File: config.mk
export PLATFORM = sky130hd
export DESIGN_NAME = pcstk_top
export DESIGN_NICKNAME = d
export VERILOG_FILES = /design/src/core/pcstk_pkg.sv /design/src/core/pcstk_top.sv /design/src/core/pcstk_ret_stack.sv
export SDC_FILE = /design/constraint.sdc
export NUM_CORES = 1
export LEC_CHECK = 0
export ABC_AREA = 1
export BUFFER_PORTS_ARGS = -buffer_cell sky130_fd_sc_hd__buf_2
export CAP_MARGIN = 20
export CORE_UTILIZATION = 55
export CTS_CLUSTER_DIAMETER = 120
export DETAILED_ROUTE_END_ITERATION = 6
export GPL_ROUTABILITY_DRIVEN = 0
export PLACE_DENSITY = 0.79
export SYNTH_ARGS = -nofsm -noshare
export SYNTH_HDL_FRONTEND = slang
export SYNTH_SLANG_ARGS = --single-unit
File: constraint.sdc
create_clock -name pclk -period 3.1 [get_ports pclk]
set_input_delay 0.775 -clock pclk [delete_from_list [all_inputs] [get_ports pclk]]
set_output_delay 0.775 -clock pclk [all_outputs]
set_load 0.02 [all_outputs]
File: src/core/pcstk_pkg.sv
// Purpose: shared constants for the program counter and return stack block
// Assumes: apb with 32-bit data, one aligned word per register
// Notes: all offsets are byte addresses
package pcstk_pkg;

   // ==========================================================
   // widths
   localparam int PC_W = 13;
   localparam int LOW_W = 8;
   localparam int HIGH_W = 5;
   localparam int STACK_DEPTH = 8;
   localparam int PTR_W = 3;
   localparam int FILE_W = 7;
   localparam int DADDR_W = 8;
   localparam int TARGET_W = 11;

   // ==========================================================
   // register offsets
   localparam logic [7:0] OFF_PC_LOW = 8'h00;
   localparam logic [7:0] OFF_PC_HIGH_LATCH = 8'h04;
   localparam logic [7:0] OFF_STATUS = 8'h08;
   localparam logic [7:0] OFF_CONFIG = 8'h0c;

   // ==========================================================
   // field positions and reset values
   localparam int BANK_SELECT_POS = 5;
   localparam int CFG_SIZE_POS = 0;
   localparam logic [PC_W-1:0] RESET_VECTOR = 13'h0000;
   localparam logic [PC_W-1:0] INT_VECTOR = 13'h0004;
   localparam logic [PC_W-1:0] MASK_1K = 13'h03ff;
   localparam logic [PC_W-1:0] MASK_2K = 13'h07ff;
   localparam logic [HIGH_W-1:0] LATCH_RESET = 5'h00;
   localparam logic [7:0] STATUS_RESET = 8'h00;
   localparam logic CFG_SIZE_RESET = 1'b0;
   localparam logic [FILE_W-1:0] COMMON_BASE = 7'h70;

   // ==========================================================
   // apb phase
   typedef enum logic [1:0]
   {
      PCSTK_IDLE = 2'b01,
      PCSTK_ACCESS = 2'b10
   } pcstk_apb_type;

endpackage : pcstk_pkg

File: src/core/pcstk_top.sv
// Function
// - program counter is 13 bits, covering an 8K by 14 program space.
// - fetch addresses above the 1K or 2K implemented space wrap around.
// - reset starts at address zero; an accepted interrupt goes to four.
// - bank select bit one picks data bank 1, zero picks bank 0.
// - each bank spans up to 7Fh, registers low, static RAM above.
// - addresses F0h to FFh reach bank 0 locations 70h to 7Fh.
// - low counter byte is a register; upper five bits come via latch.
// - any reset clears the whole program counter.
// - writing the low register loads upper bits from latch bits 4:0.
// - call or jump takes top two bits from latch bits 4:3.
// - eight-entry, 13-bit return stack with a hidden pointer.
// - call or accepted interrupt pushes the counter.
// - any of the three return kinds pops into the counter.
// - push and pop leave the high latch untouched.
// - stack is circular; the ninth push overwrites the first.
// - no overflow or underflow indication exists.
// - latch paging bits are ignored when forming fetch addresses.
//
// Purpose: program sequencing and data bank selection for an 8-bit core
// Assumes: core events are one-cycle pulses, at most one per cycle
// Notes: interrupt, jump, call and return win over a same-cycle apb write to the low register; fetch advance loses to it
//
// The placing of the registers and the APB register port were left to the implementer.
module pcstk_top
   import pcstk_pkg::*;
(
   input wire logic pclk, // core clock, 125 MHz
   input wire logic presetn, // async reset, active low
   input wire logic psel, // apb select
   input wire logic penable, // apb enable
   input wire logic pwrite, // apb direction
   input wire logic [7:0] paddr, // apb byte address
   input wire logic [31:0] pwdata, // apb write data
   input wire logic [3:0] pstrb, // apb byte strobes
   output logic [31:0] prdata, // apb read data
   output logic pready, // apb ready
   output logic pslverr, // apb error on unmapped address
   input wire logic fetch_adv, // instruction fetched, advance
   input wire logic jump_instr, // jump taken
   input wire logic call_instr, // call taken
   input wire logic [TARGET_W-1:0] jump_target, // target from opcode
   input wire logic ret_instr, // any return kind executes
   input wire logic int_accept, // interrupt accepted
   input wire logic [FILE_W-1:0] file_addr, // direct data address
   output logic [PC_W-1:0] fetch_addr, // wrapped program address
   output logic [PC_W-1:0] program_counter, // full counter
   output logic [DADDR_W-1:0] data_addr // physical data address
);

   pcstk_apb_type apb_state_r;
   logic [PC_W-1:0] pc_r;
   logic [PC_W-1:0] pc_nxt;
   logic [HIGH_W-1:0] pc_high_latch_r;
   logic [7:0] status_r;
   logic cfg_2k_r;
   logic [31:0] prdata_r;
   logic pready_r;
   logic pslverr_r;
   logic [PC_W-1:0] fetch_addr_r;
   logic [DADDR_W-1:0] data_addr_r;
   logic [PC_W-1:0] stack_top;
   logic [PC_W-1:0] push_value;
   logic stack_push;
   logic stack_pop;
   logic wr_fire;
   logic setup;

   // ==========================================================
   // decode helpers
   function automatic logic addr_known(input logic [7:0] a);
      addr_known = (a == OFF_PC_LOW) || (a == OFF_PC_HIGH_LATCH) ||
                   (a == OFF_STATUS) || (a == OFF_CONFIG);
   endfunction : addr_known

   function automatic logic [PC_W-1:0] wrap_fetch(
      input logic [PC_W-1:0] pc,
      input logic size_2k
   );
      // upper bits, paging bits included, simply drop out here
      wrap_fetch = pc & (size_2k ? MASK_2K : MASK_1K);
   endfunction : wrap_fetch

   function automatic logic [DADDR_W-1:0] map_data(
      input logic bank,
      input logic [FILE_W-1:0] fa
   );
      // top sixteen bytes are shared so isr code needs no bank switch
      if (fa >= COMMON_BASE)
         map_data = {1'b0, fa};
      else
         map_data = {bank, fa};
   endfunction : map_data

   // ==========================================================
   // apb slave: fixed one access cycle, ready from a flop
   assign setup = psel && !penable;
   assign wr_fire = psel && penable && pready_r && pwrite && !pslverr_r;

   always_ff @(posedge pclk or negedge presetn)
   begin
      if (!presetn)
         apb_state_r <= PCSTK_IDLE;
      else
      begin
         case (apb_state_r)
            PCSTK_IDLE:
            begin
               if (setup)
                  apb_state_r <= PCSTK_ACCESS;
            end
            PCSTK_ACCESS:
            begin
               apb_state_r <= PCSTK_IDLE;
            end
            default:
            begin
               apb_state_r <= PCSTK_IDLE;
            end
         endcase
      end
   end

   always_ff @(posedge pclk or negedge presetn)
   begin
      if (!presetn)
         pready_r <= 1'b0;
      else
         pready_r <= (apb_state_r == PCSTK_IDLE) && setup;
   end

   always_ff @(posedge pclk or negedge presetn)
   begin
      if (!presetn)
         pslverr_r <= 1'b0;
      else if ((apb_state_r == PCSTK_IDLE) && setup)
         pslverr_r <= !addr_known(paddr);
      else
         pslverr_r <= 1'b0;
   end

   // read data captured in setup, stable through the access cycle
   always_ff @(posedge pclk or negedge presetn)
   begin
      if (!presetn)
         prdata_r <= 32'h0000_0000;
      else if ((apb_state_r == PCSTK_IDLE) && setup && !pwrite)
      begin
         case (paddr)
            OFF_PC_LOW:
               prdata_r <= {24'h00_0000, pc_r[LOW_W-1:0]};
            OFF_PC_HIGH_LATCH:
               prdata_r <= {27'h000_0000, pc_high_latch_r};
            OFF_STATUS:
               prdata_r <= {24'h00_0000, status_r};
            OFF_CONFIG:
               prdata_r <= {31'h0000_0000, cfg_2k_r};
            default:
               prdata_r <= 32'h0000_0000;
         endcase
      end
      else if (apb_state_r == PCSTK_ACCESS)
         prdata_r <= 32'h0000_0000;
   end

   // ==========================================================
   // software registers
   // latch only moves on software writes, never on push or pop
   always_ff @(posedge pclk or negedge presetn)
   begin
      if (!presetn)
         pc_high_latch_r <= LATCH_RESET;
      else if (wr_fire && (paddr == OFF_PC_HIGH_LATCH) && pstrb[0])
         pc_high_latch_r <= pwdata[HIGH_W-1:0];
   end

   always_ff @(posedge pclk or negedge presetn)
   begin
      if (!presetn)
         status_r <= STATUS_RESET;
      else if (wr_fire && (paddr == OFF_STATUS) && pstrb[0])
         status_r <= pwdata[7:0];
   end

   always_ff @(posedge pclk or negedge presetn)
   begin
      if (!presetn)
         cfg_2k_r <= CFG_SIZE_RESET;
      else if (wr_fire && (paddr == OFF_CONFIG) && pstrb[0])
         cfg_2k_r <= pwdata[CFG_SIZE_POS];
   end

   // ==========================================================
   // return stack
   assign stack_push = int_accept || (call_instr && !int_accept);
   assign stack_pop = ret_instr && !int_accept && !call_instr &&
                      !jump_instr;
   // interrupt resumes the interrupted instruction, call the next one
   assign push_value = int_accept ? pc_r : pc_r + 13'h0001;

   pcstk_ret_stack #(
      .DEPTH(STACK_DEPTH),
      .WIDTH(PC_W)
   ) u_pcstk_ret_stack (
      .pclk(pclk),
      .presetn(presetn),
      .push(stack_push),
      .pop(stack_pop),
      .push_data(push_value),
      .top_data(stack_top)
   );

   // ==========================================================
   // program counter next value, interrupt first
   always_comb
   begin
      pc_nxt = pc_r;
      if (int_accept)
         pc_nxt = INT_VECTOR;
      else if (call_instr || jump_instr)
         pc_nxt = {pc_high_latch_r[4:3], jump_target};
      else if (ret_instr)
         pc_nxt = stack_top;
      else if (wr_fire && (paddr == OFF_PC_LOW) && pstrb[0])
         // no carry from the low byte into the upper part
         pc_nxt = {pc_high_latch_r, pwdata[LOW_W-1:0]};
      else if (fetch_adv)
         pc_nxt = pc_r + 13'h0001;
   end

   always_ff @(posedge pclk or negedge presetn)
   begin
      if (!presetn)
         pc_r <= RESET_VECTOR;
      else
         pc_r <= pc_nxt;
   end

   always_ff @(posedge pclk or negedge presetn)
   begin
      if (!presetn)
         fetch_addr_r <= RESET_VECTOR;
      else
         fetch_addr_r <= wrap_fetch(pc_nxt, cfg_2k_r);
   end

   // ==========================================================
   // data memory mapping, one cycle behind file_addr
   always_ff @(posedge pclk or negedge presetn)
   begin
      if (!presetn)
         data_addr_r <= 8'h00;
      else
         data_addr_r <= map_data(status_r[BANK_SELECT_POS], file_addr);
   end

   // ==========================================================
   // outputs
   assign prdata = prdata_r;
   assign pready = pready_r;
   assign pslverr = pslverr_r;
   assign program_counter = pc_r;
   assign fetch_addr = fetch_addr_r;
   assign data_addr = data_addr_r;

endmodule : pcstk_top

File: src/core/pcstk_ret_stack.sv
// Purpose: eight-entry circular return stack
// Assumes: push and pop never in the same cycle
// Notes: pointer is internal only, no overflow or underflow report
module pcstk_ret_stack
   import pcstk_pkg::*;
#(
   parameter int DEPTH = STACK_DEPTH,
   parameter int WIDTH = PC_W
)
(
   input wire logic pclk, // core clock
   input wire logic presetn, // async reset, active low
   input wire logic push, // store push_data on top
   input wire logic pop, // remove top entry
   input wire logic [WIDTH-1:0] push_data, // value to push
   output logic [WIDTH-1:0] top_data // current top entry
);

   logic [WIDTH-1:0] mem_r [DEPTH];
   logic [PTR_W-1:0] ptr_r;

   // ==========================================================
   // pointer wraps freely; the ninth push lands on the first slot
   always_ff @(posedge pclk or negedge presetn)
   begin
      if (!presetn)
         ptr_r <= '0;
      else if (push)
         ptr_r <= ptr_r + 3'h1;
      else if (pop)
         ptr_r <= ptr_r - 3'h1;
   end

   always_ff @(posedge pclk)
   begin
      if (push)
         mem_r[ptr_r] <= push_data;
   end

   // no flag: underflow just reads an older slot
   assign top_data = mem_r[ptr_r - 3'h1];

endmodule : pcstk_ret_stack

==> results of run 1 <==
## final timing paths
path	endpoint	slack, ps	cells after the start
hold reg to reg	prdata[1]	470	2
max in group asynchronous	program_counter[7]	2040	2
hold / removal	pslverr	300	1
min in group pclk	data_addr[1]	450	1
setup reg to reg	program_counter[9]	720	10
setup / recovery	program_counter[9]	720	10
## layer usage
metal  up-vias  wire length [µm]
li1       2786                 -
met1      2676              7079
met2       318              7523
met3        39              1725
met4         0               465
met5         -                 0
## kinds of logic (layout without fill, tap and decap cells)
logic type                 count (synthesis)  count (layout)
buffers and inverters                    119             198
other                                      1              26
adders and majority gates                  3               3
muxes                                      1               1
AOI/OAI and AO/OA                         68              68
xor gates and xnor gates                   9               9
and+or+nand+nor                          445             445
DFF                                      155             155
## state kept, by name, summed over array words and instances (netlist names)
name                     cells
cfg_2k_r                     1
u_pcstk_ret_stack.mem_r    104
fetch_addr                   1
prdata                       8
pc_high_latch_r              5
pready                       1
apb_state_r                  2
pslverr                      1
u_pcstk_ret_stack.ptr_r      3
program_counter             13
status_r                     8
data_addr                    8
## report_power, final
| part | leakage [nW] | switching, mW | internal [mW] |
|---|---|---|---|
| Sequential | 1.63 | 0.131 | 2.62 |
| Combinational | 1.90 | 1.70 | 0.753 |
| Clock | 0.266 | 0.849 | 1.03 |
## metrics by stage
| step | instance area [µm²] | setup WS, ps | total power [mW] | util (%) | hold slack (ps) |
|---|---|---|---|---|---|
| after floorplan | 7525 | 868.7 | 4.493 | - | 451.6 |
| final | 8486 | 724.6 | 7.085 | 64.33 | 303.3 |
| after global placement | 7949 | 866.5 | 5.168 | 60.26 | 461.6 |
| after CTS | 8486 | 782.7 | 7.091 | 64.33 | 307.1 |
| after detailed placement | 7949 | 828.8 | 5.222 | 60.26 | 461.0 |
| after global routing | 8486 | 600.5 | 7.470 | 64.33 | 331.8 |
## area by class of cell
| cell class | instances | area, µm² | share of cell area [%] |
|---|---|---|---|
| Tap cell | 176 | 220.2 | 2.595 |
| Multi-Input combinational cell | 552 | 2489 | 29.33 |
| Clock inverter | 15 | 111.4 | 1.312 |
| Clock buffer | 17 | 425.4 | 5.013 |
| Timing Repair Buffer | 115 | 648.1 | 7.638 |
| Sequential cell | 155 | 4400 | 51.86 |
| Inverter | 51 | 191.4 | 2.256 |
## synth_stat cells, types with 4 or more instances
cell | count | share of area (%)
o21ai_0 | 37 | 2.5
buf_4 | 41 | 4.1
inv_2 | 8 | 0.40
xor2_1 | 7 | 0.83
nand4_1 | 6 | 0.51
inv_1 | 42 | 2.1
buf_2 | 16 | 1.1
o21ai_1 | 14 | 0.94
clkbuf_1 | 9 | 0.45
edfxtp_1 | 104 | 42
dfrtp_1 | 50 | 17
nand2_1 | 260 | 13
a22o_1 | 4 | 0.47
nand3_1 | 102 | 6.9
nor2_1 | 59 | 3.0
a21oi_1 | 6 | 0.40
## worst max-delay path, delay by kind of cell, from the launching register on
kind            cells  cell delay [ps]
xor+xnor            1              550
flops               1              440
buf+inv             2              410
fa+ha+maj           1              230
simple gates        5              460
compound gates      1              160
==> run summary, run 1 <==
Routed WL per cell: 15.53 µm
post-synthesis adder-cell area fraction: 0.5051%
worst slew pin tran: 893.2 ps
Vias: 5819
Seq/Total Area, Yosys: 59.22%
dpl cells: 1049
HPWL Detailed: 11660 µm
GRT Resource Usage Total: 25.49%
Die ar.: 0.01398 mm²
n_diodes: 0
die outline height: 118.2 µm
initial drt markers: 579
crit-path cells: inv_1 -> ha_1 -> xnor2_2 -> inv_2 -> nand3_1 -> nand2_1 -> a21oi_1 -> nand2_1 -> nand2_1 -> nand2_1
Residual DRC: 2
static leakage: 3.795 nW
RSZ-0062 raised after global routing: false
largest family of logic cells by synthesized area: simple AND/OR/NAND/NOR gates
Hold Fails Final Rpt: 0
Post-Layout Cell Count: 1081
worst-case clock buffer depth: 2
IO Port Bufs: 86
Worst Path Required: 3410 ps
Slew Limit Fails: 0
post-route minimum period: 2375 ps
Setup Fix Bufs, Post-CTS: 0
layer with the highest usage: met2
Critical Path Most Common Cell: nand2_1
Final #Nets: 967
post-cts resize count: 0
Synth Area in Compound Gates: 4.950%
Async S/R FF share, synth: 32.90%
Clock Sinks: 155
H-tree depth: 4
FILL cells: 1019
# setup viols final: 0
period utilisation layout: 76.63%
row count: 42
Area growth syn-to-layout: 14.19%
CP arrival: 2690 ps
Chip Width: 118.2 µm
Min-Delay Path Class: in2async
Syn. warnings: 0
core area: 0.01319 mm²
worst rel slew slack: 39.82%
Top FF cell, synth: edfxtp_1
commonest non-fill, non-tap cells in the layout: 260 x nand2_1, 104 x edfxtp_1, 102 x nand3_1, 86 x buf_2, 59 x nor2_1
worst r2r src: u_pcstk_ret_stack.ptr_r[1]
CTS root buf: clkbuf_16
kind of critical path: reg2reg
Syn Inst Count: 801
crit start category: flop
failing checks: design-rule violations
Netlist Area Pre-Place: 0.007431 mm²
number of synthesized flops with an enable pin: 104
I/O pin count: 140
Post-CTS Hold Fix Bufs: 0
total CTS buffers: 17
first-pass GRT wire length: 26830 µm
maximum clock frequency: 421.0 MHz
most common cell after layout, fill and taps aside: nand2_1
synthesized flop and latch total: 155
post-synthesis mux area share: 0.1515%
Critical Path Start: u_pcstk_ret_stack.ptr_r[1]
CTS tree: yes
Max FO, Critical Path: 13
Avg Synthesized Cell Area: 9.277 µm²
crit end category: flop
# Max-Cap Violations: 0
synth unique cells: 40
initial antenna violation count: 0
final WL: 16790 µm
vias in the first global route: 5295
Synth Area in Simple Gates: 25.41%
Peak VDD IR: 451.1 µV
CP max stage cell: xnor2_2
Reg clk slew, reported paths: 60 ps
pin count of the biggest net entering global routing: 56
grt met1 use: 35.41%
worst skew pair latency: 430 ps
biggest cell delay along the critical path: 550 ps
Starting Density: 56.34%
Antenna Nets Post-Route: 0
Final TNS setup: 0 ps
GRT overflow: 0
pwr/cell area: 834.9 mW/mm²
drt pass-1 iters: 7
Via density: 5.383
layout cells sized above 1: 18.56%
met3 Use GR: 7.674%
xor-xnor portion of the synthesized cell area: 1.162%
status: finished with violations
met2 usage: 37.10%
clk_skew: 4.556 ps
(Power assumes the default switching activity.)
==> run 2, diff against run 1 <==
CORE_UTILIZATION = 50   (was 55)
PLACE_DENSITY = 0.76   (was 0.79)
clock period = 1.9 ns   (was 3.1 ns; I/O delays follow)
==> run 2 against run 1 <==
The run still ends with design-rule violations left. Register-to-register slack lost 600 ps. Total power rose by 72%. Largest power group is now combinational cells. Critical endpoint unchanged. Clock power grew 68%. Sequential power is 62% higher. Fmax rose by 34%. Non-clock buffer count rose by 21. Global-route usage decreased by 0.76 points. Sequential share of layout area fell by 1.9 points. Worst hold slack worse by 270 ps. First-iteration DRC count increased by 7.8%.
==> run summary, run 2 (synthesis results as in run 1) <==
status: finished with violations
failing checks: design-rule violations
Post-CTS Hold Fix Bufs: 0
Residual DRC: 1
kind of critical path: reg2reg
Area growth syn-to-layout: 18.62%
Clock Sinks: 155
most common cell after layout, fill and taps aside: nand2_1
clk_skew: 11.54 ps
final WL: 18140 µm
period utilisation layout: 93.34%
worst slew pin tran: 599.1 ps
maximum clock frequency: 563.9 MHz
initial drt markers: 624
GRT overflow: 0
Via density: 5.385
CP arrival: 2100 ps
largest register by flop count: u_pcstk_ret_stack.mem_r
worst rel slew slack: 59.79%
# setup viols final: 0
Peak VDD IR: 848.3 µV
GRT Resource Usage Total: 24.73%
Hold Fails Final Rpt: 0
post-route cell area: 0.008815 mm²
HPWL Detailed: 12490 µm
Slew Limit Fails: 0
FF-to-FF path depth: 11
total CTS buffers: 17
static leakage: 3.929 nW
CTS tree: yes
vias in the first global route: 5263
initial antenna violation count: 0
Starting Density: 51.13%
pwr/cell area: 1379 mW/mm²
Antenna Nets Post-Route: 0
Max FO, Critical Path: 20
n_diodes: 0
worst slack, placed: -65.06 ps
final total power: 12.16 mW
layout cells sized above 1: 20.95%
final setup margin: 126.6 ps
Final #Nets: 988
H-tree depth: 4
I/O pin count: 140
R2R Path End: program_counter[9]
# Max-Cap Violations: 0
number of flip-flops in the largest register: 104
Vias: 5977
Reg clk slew, reported paths: 60 ps
pin count of the biggest net entering global routing: 56
Post-DP Area: 0.008222 mm²
Die ar.: 0.01535 mm²
commonest non-fill, non-tap cells in the layout: 259 x nand2_1, 104 x edfxtp_1, 102 x nand3_1, 86 x buf_2, 59 x nor2_1
Routed WL per cell: 16.35 µm
drt pass-1 iters: 7
IO Port Bufs: 86
Post-Layout Cell Count: 1110
die outline height: 123.9 µm
row count: 44
first-pass GRT wire length: 27390 µm
Min-Delay Path Class: in2async
Final Util: 60.65%
worst skew pair latency: 440 ps
Chip Width: 123.9 µm
Worst Path Required: 2220 ps
worst-case clock buffer depth: 2
CTS root buf: clkbuf_16
core area: 0.01453 mm²
crit start category: flop
post-route minimum period: 1773 ps
dpl cells: 1077
crit end category: flop
FF-to-FF setup slack: 130 ps
worst r2r src: u_pcstk_ret_stack.ptr_r[0]
-- run 2: layout make-up --
class                           instances  area (µm²)
Clock buffer                           19       432.9
Clock inverter                         13       118.9
Fill cell                            1177        5719
Inverter                               51       191.4
Multi-Input combinational cell        552        2520
Sequential cell                       155        4403
Tap cell                              184       230.2
Timing Repair Buffer                  136       918.4
-- run 2: power breakdown --
group,leakage [nW],switching [mW],internal (mW)
clock network,0.265,1.35,1.81
registers,1.62,0.180,4.27
logic,2.04,2.98,1.57
-- run 2: through the flow --
stage	TNS (ps)	hold slack, ps
6_report	0	28.53
3_3_place_gp	0	466.1
4_1_cts	0	31.07
5_1_grt	-9.988	43.79
2_1_floorplan	-3218	179.4
3_5_place_dp	-519.4	462.3
-- run 2: worst max path at each step --
stage	slack [ps]	startpoint	depth (start not counted)	endpoint
floorplan	-30	int_accept	5	u_pcstk_ret_stack.mem_r[1][0]
global placement	30	program_counter[0]	5	u_pcstk_ret_stack.mem_r[4][4]
detailed placement	-70	program_counter[1]	5	u_pcstk_ret_stack.mem_r[4][4]
CTS	10	program_counter[0]	5	u_pcstk_ret_stack.mem_r[2][6]
global route	-7	u_pcstk_ret_stack.ptr_r[0]	11	program_counter[11]
finish	130	u_pcstk_ret_stack.ptr_r[0]	11	program_counter[9]
-- run 2: per-layer routing --
metal | vias to the layer above | track usage, % | share of wire, %
met4 | 0 | 9.301 | 2.0
met2 | 303 | 37.88 | 47
li1 | 2828 | - | -
met3 | 28 | 6.410 | 9.1
met1 | 2818 | 33.89 | 42
met5 | - | 0 | 0
-- run 2: timing repair --
action | 4_1_cts | 5_1_grt
endpoints found under the hold margin | 0 | 0
gates resized for setup | 1 | 12
endpoints found under the setup margin | 8 | 85
buffers inserted | 0 | 1
cloned | 0 | 0
-- run 2: worst max-delay path, stage by stage (launching register included) --
cell and delay [ps]:
dfrtp_1 400, inv_2 140, ha_4 230, clkinv_1 80
buf_12 170, nand3_1 90, nand3_1 90, nand2_1 130
a21oi_1 160, nand2_1 80, nand2_1 60, nand2_1 40
==> run 3, diff against run 2 <==
CELL_PAD_IN_SITES_DETAIL_PLACEMENT = 1   (was default)
CELL_PAD_IN_SITES_GLOBAL_PLACEMENT = 1   (was default)
CORE_UTILIZATION = 38   (was 50)
GPL_TIMING_DRIVEN = 0   (was default)
HOLD_SLACK_MARGIN = 0.1   (was default)
PLACE_DENSITY = default   (was 0.76)
PLACE_DENSITY_LB_ADDON = 0.1   (was default)
==> run 3 against run 2 <==
Critical endpoint is now program_counter[2]. Largest power group unchanged. Global-route usage decreased by 0.41 points. Critical path depth increased by 2. Critical path type unchanged. Largest cell class unchanged. The flow finishes with violations (negative setup slack). Sequential share of layout area decreased by 5.0 points. Core utilization decreased by 9.0 points.
==> run summary, run 3 (synthesis results as in run 1) <==
Comb pwr share: 46.3%
drt pass-1 iters: 4
crit start category: flop
period utilisation layout: 102.0%
Sequential Power Share: 30.2%
crit end category: flop
Clock power frac: 23.5%
Routed WL per cell: 19.33 µm
maximum clock frequency: 516.2 MHz
GRT Resource Usage Total: 24.32%
Chip Width: 141.8 µm
pin count of the biggest net entering global routing: 38
CP arrival: 2210 ps
I/O pin count: 140
kind of critical path: reg2reg
Area growth syn-to-layout: 31.81%
switching share of power: 39.68%
Slew Limit Fails: 0
Reg clk slew, reported paths: 70 ps
Max FO, Critical Path: 7
worst-case clock buffer depth: 2
Final #Nets: 1034
final setup margin: -37.27 ps
initial drt markers: 456
largest register by flop count: u_pcstk_ret_stack.mem_r
clk_skew: 13.92 ps
Clock Sinks: 155
Final Util: 51.67%
final WL: 23810 µm
worst slew pin tran: 744.5 ps
dpl cells: 1177
Via density: 5.073
Min-Delay Path Class: in2reg
failing checks: negative setup slack
first-pass GRT wire length: 35940 µm
layout cells sized above 1: 32.41%
RSZ-0062 raised after global routing: true
row count: 50
Vias: 6250
# Max-Cap Violations: 0
CTS tree: yes
H-tree depth: 4
Hold Fails Final Rpt: 0
IO Port Bufs: 84
worst skew pair latency: 430 ps
CTS root buf: clkbuf_16
WHS: 141.7 ps
final total power: 14.92 mW
GRT overflow: 0
Post-DP Area: 0.008368 mm²
Antenna Nets Post-Route: 0
n_diodes: 0
Starting Density: 39.20%
pwr/cell area: 1523 mW/mm²
commonest non-fill, non-tap cells in the layout: 252 x nand2_1, 104 x edfxtp_1, 94 x buf_2, 61 x buf_4, 60 x nand3_1
die outline height: 141.8 µm
initial antenna violation count: 0
Residual DRC: 0
HPWL Detailed: 16350 µm
total CTS buffers: 17
Post-Layout Cell Count: 1232
Internal: 9.000 mW
number of flip-flops in the largest register: 104
Worst Path Required: 2180 ps
post-route minimum period: 1937 ps
static leakage: 4.321 nW
# setup viols final: 3
vias in the first global route: 6408
Peak VDD IR: 680.3 µV
worst rel slew slack: 50.01%
post-route cell area: 0.009794 mm²
status: finished with violations
core area: 0.01896 mm²
NetSw: 5.919 mW
Die ar.: 0.02012 mm²
most common cell after layout, fill and taps aside: nand2_1
run 3: cell types whose count changed in the layout (fill, tap and decap cells not counted), moves of 7 or more:
cell     delta
buf_2       +8
buf_4      +20
buf_6       +9
nand2_1     -7
nand2_2     +7
nand3_1    -42
nand3_2    +36
nor2_1     -11
nor2_4      +9
o21ai_0     -7
o21ai_2    +12
run 3: routing by layer:
layer	vias up	track usage, %	wire, µm
met4	0	7.980	497
met1	3106	32.11	10570
met2	192	39.93	11410
met5	-	0	0
met3	36	5.062	1328
li1	2916	-	-
run 3: power groups by stage:
| stage | Clock, mW | Combinational, mW | Sequential [mW] |
|---|---|---|---|
| final | 3.51 | 6.90 | 4.51 |
| after global routing | 3.68 | 7.38 | 4.56 |
| after CTS | 3.54 | 6.32 | 4.51 |
| after detailed placement | 0 | 4.52 | 4.56 |
| after global placement | 0 | 4.26 | 4.55 |
| after floorplan | 0 | 2.84 | 4.55 |
run 3: area by class of cell:
cell class	instances	area, µm²
Multi-Input combinational cell	552	2980
Inverter	51	220.2
Fill cell	2188	9161
Tap cell	260	325.3
Timing Repair Buffer	116	755.7
Clock buffer	19	432.9
Sequential cell	155	4404
Clock inverter	13	165.2
Buffer	66	510.5
run 3: worst paths after layout:
path | from | end | slack [ps] | depth (start not counted)
setup / recovery | u_pcstk_ret_stack.ptr_r[0] | program_counter[2] | -40 | 13
hold / removal | file_addr[2] | data_addr[2] | 140 | 1
setup reg to reg | u_pcstk_ret_stack.ptr_r[0] | program_counter[2] | -40 | 13
hold reg to reg | prdata[0] | prdata[0] | 480 | 2
max in group asynchronous | presetn | apb_state_r[0] | 830 | 3
min in group asynchronous | presetn | data_addr[7] | 490 | 2
run 3: metrics by stage:
step / setup TNS, ps / worst slack, ps
5_1_grt: -1006 / -118.2
3_5_place_dp: -96820 / -830.1
6_report: -78.92 / -37.27
4_1_cts: -553.3 / -105.5
2_1_floorplan: -3218 / -31.29
3_3_place_gp: -127510 / -936.4
run 3: timing repair:
action / 4_1_cts / 5_1_grt
gates cloned: 1 / 0
hold buffers: 1 / 0
endpoints found under the setup margin: 200 / 140
setup buffers: 13 / 11
pin swaps: 30 / 27
hold endpoints to repair: 14 / 0
resized for setup: 101 / 49
run 3: worst max-delay path: stages (launching register included):
cell and delay (ps):
dfrtp_1 380, buf_6 120, buf_12 110, inv_16 30
ha_4 310, buf_8 150, buf_6 120, nor2_4 40
o21ai_2 80, o211ai_1 120, nand3_1 120, nand2_1 80
nand2_1 60, nand4_1 70
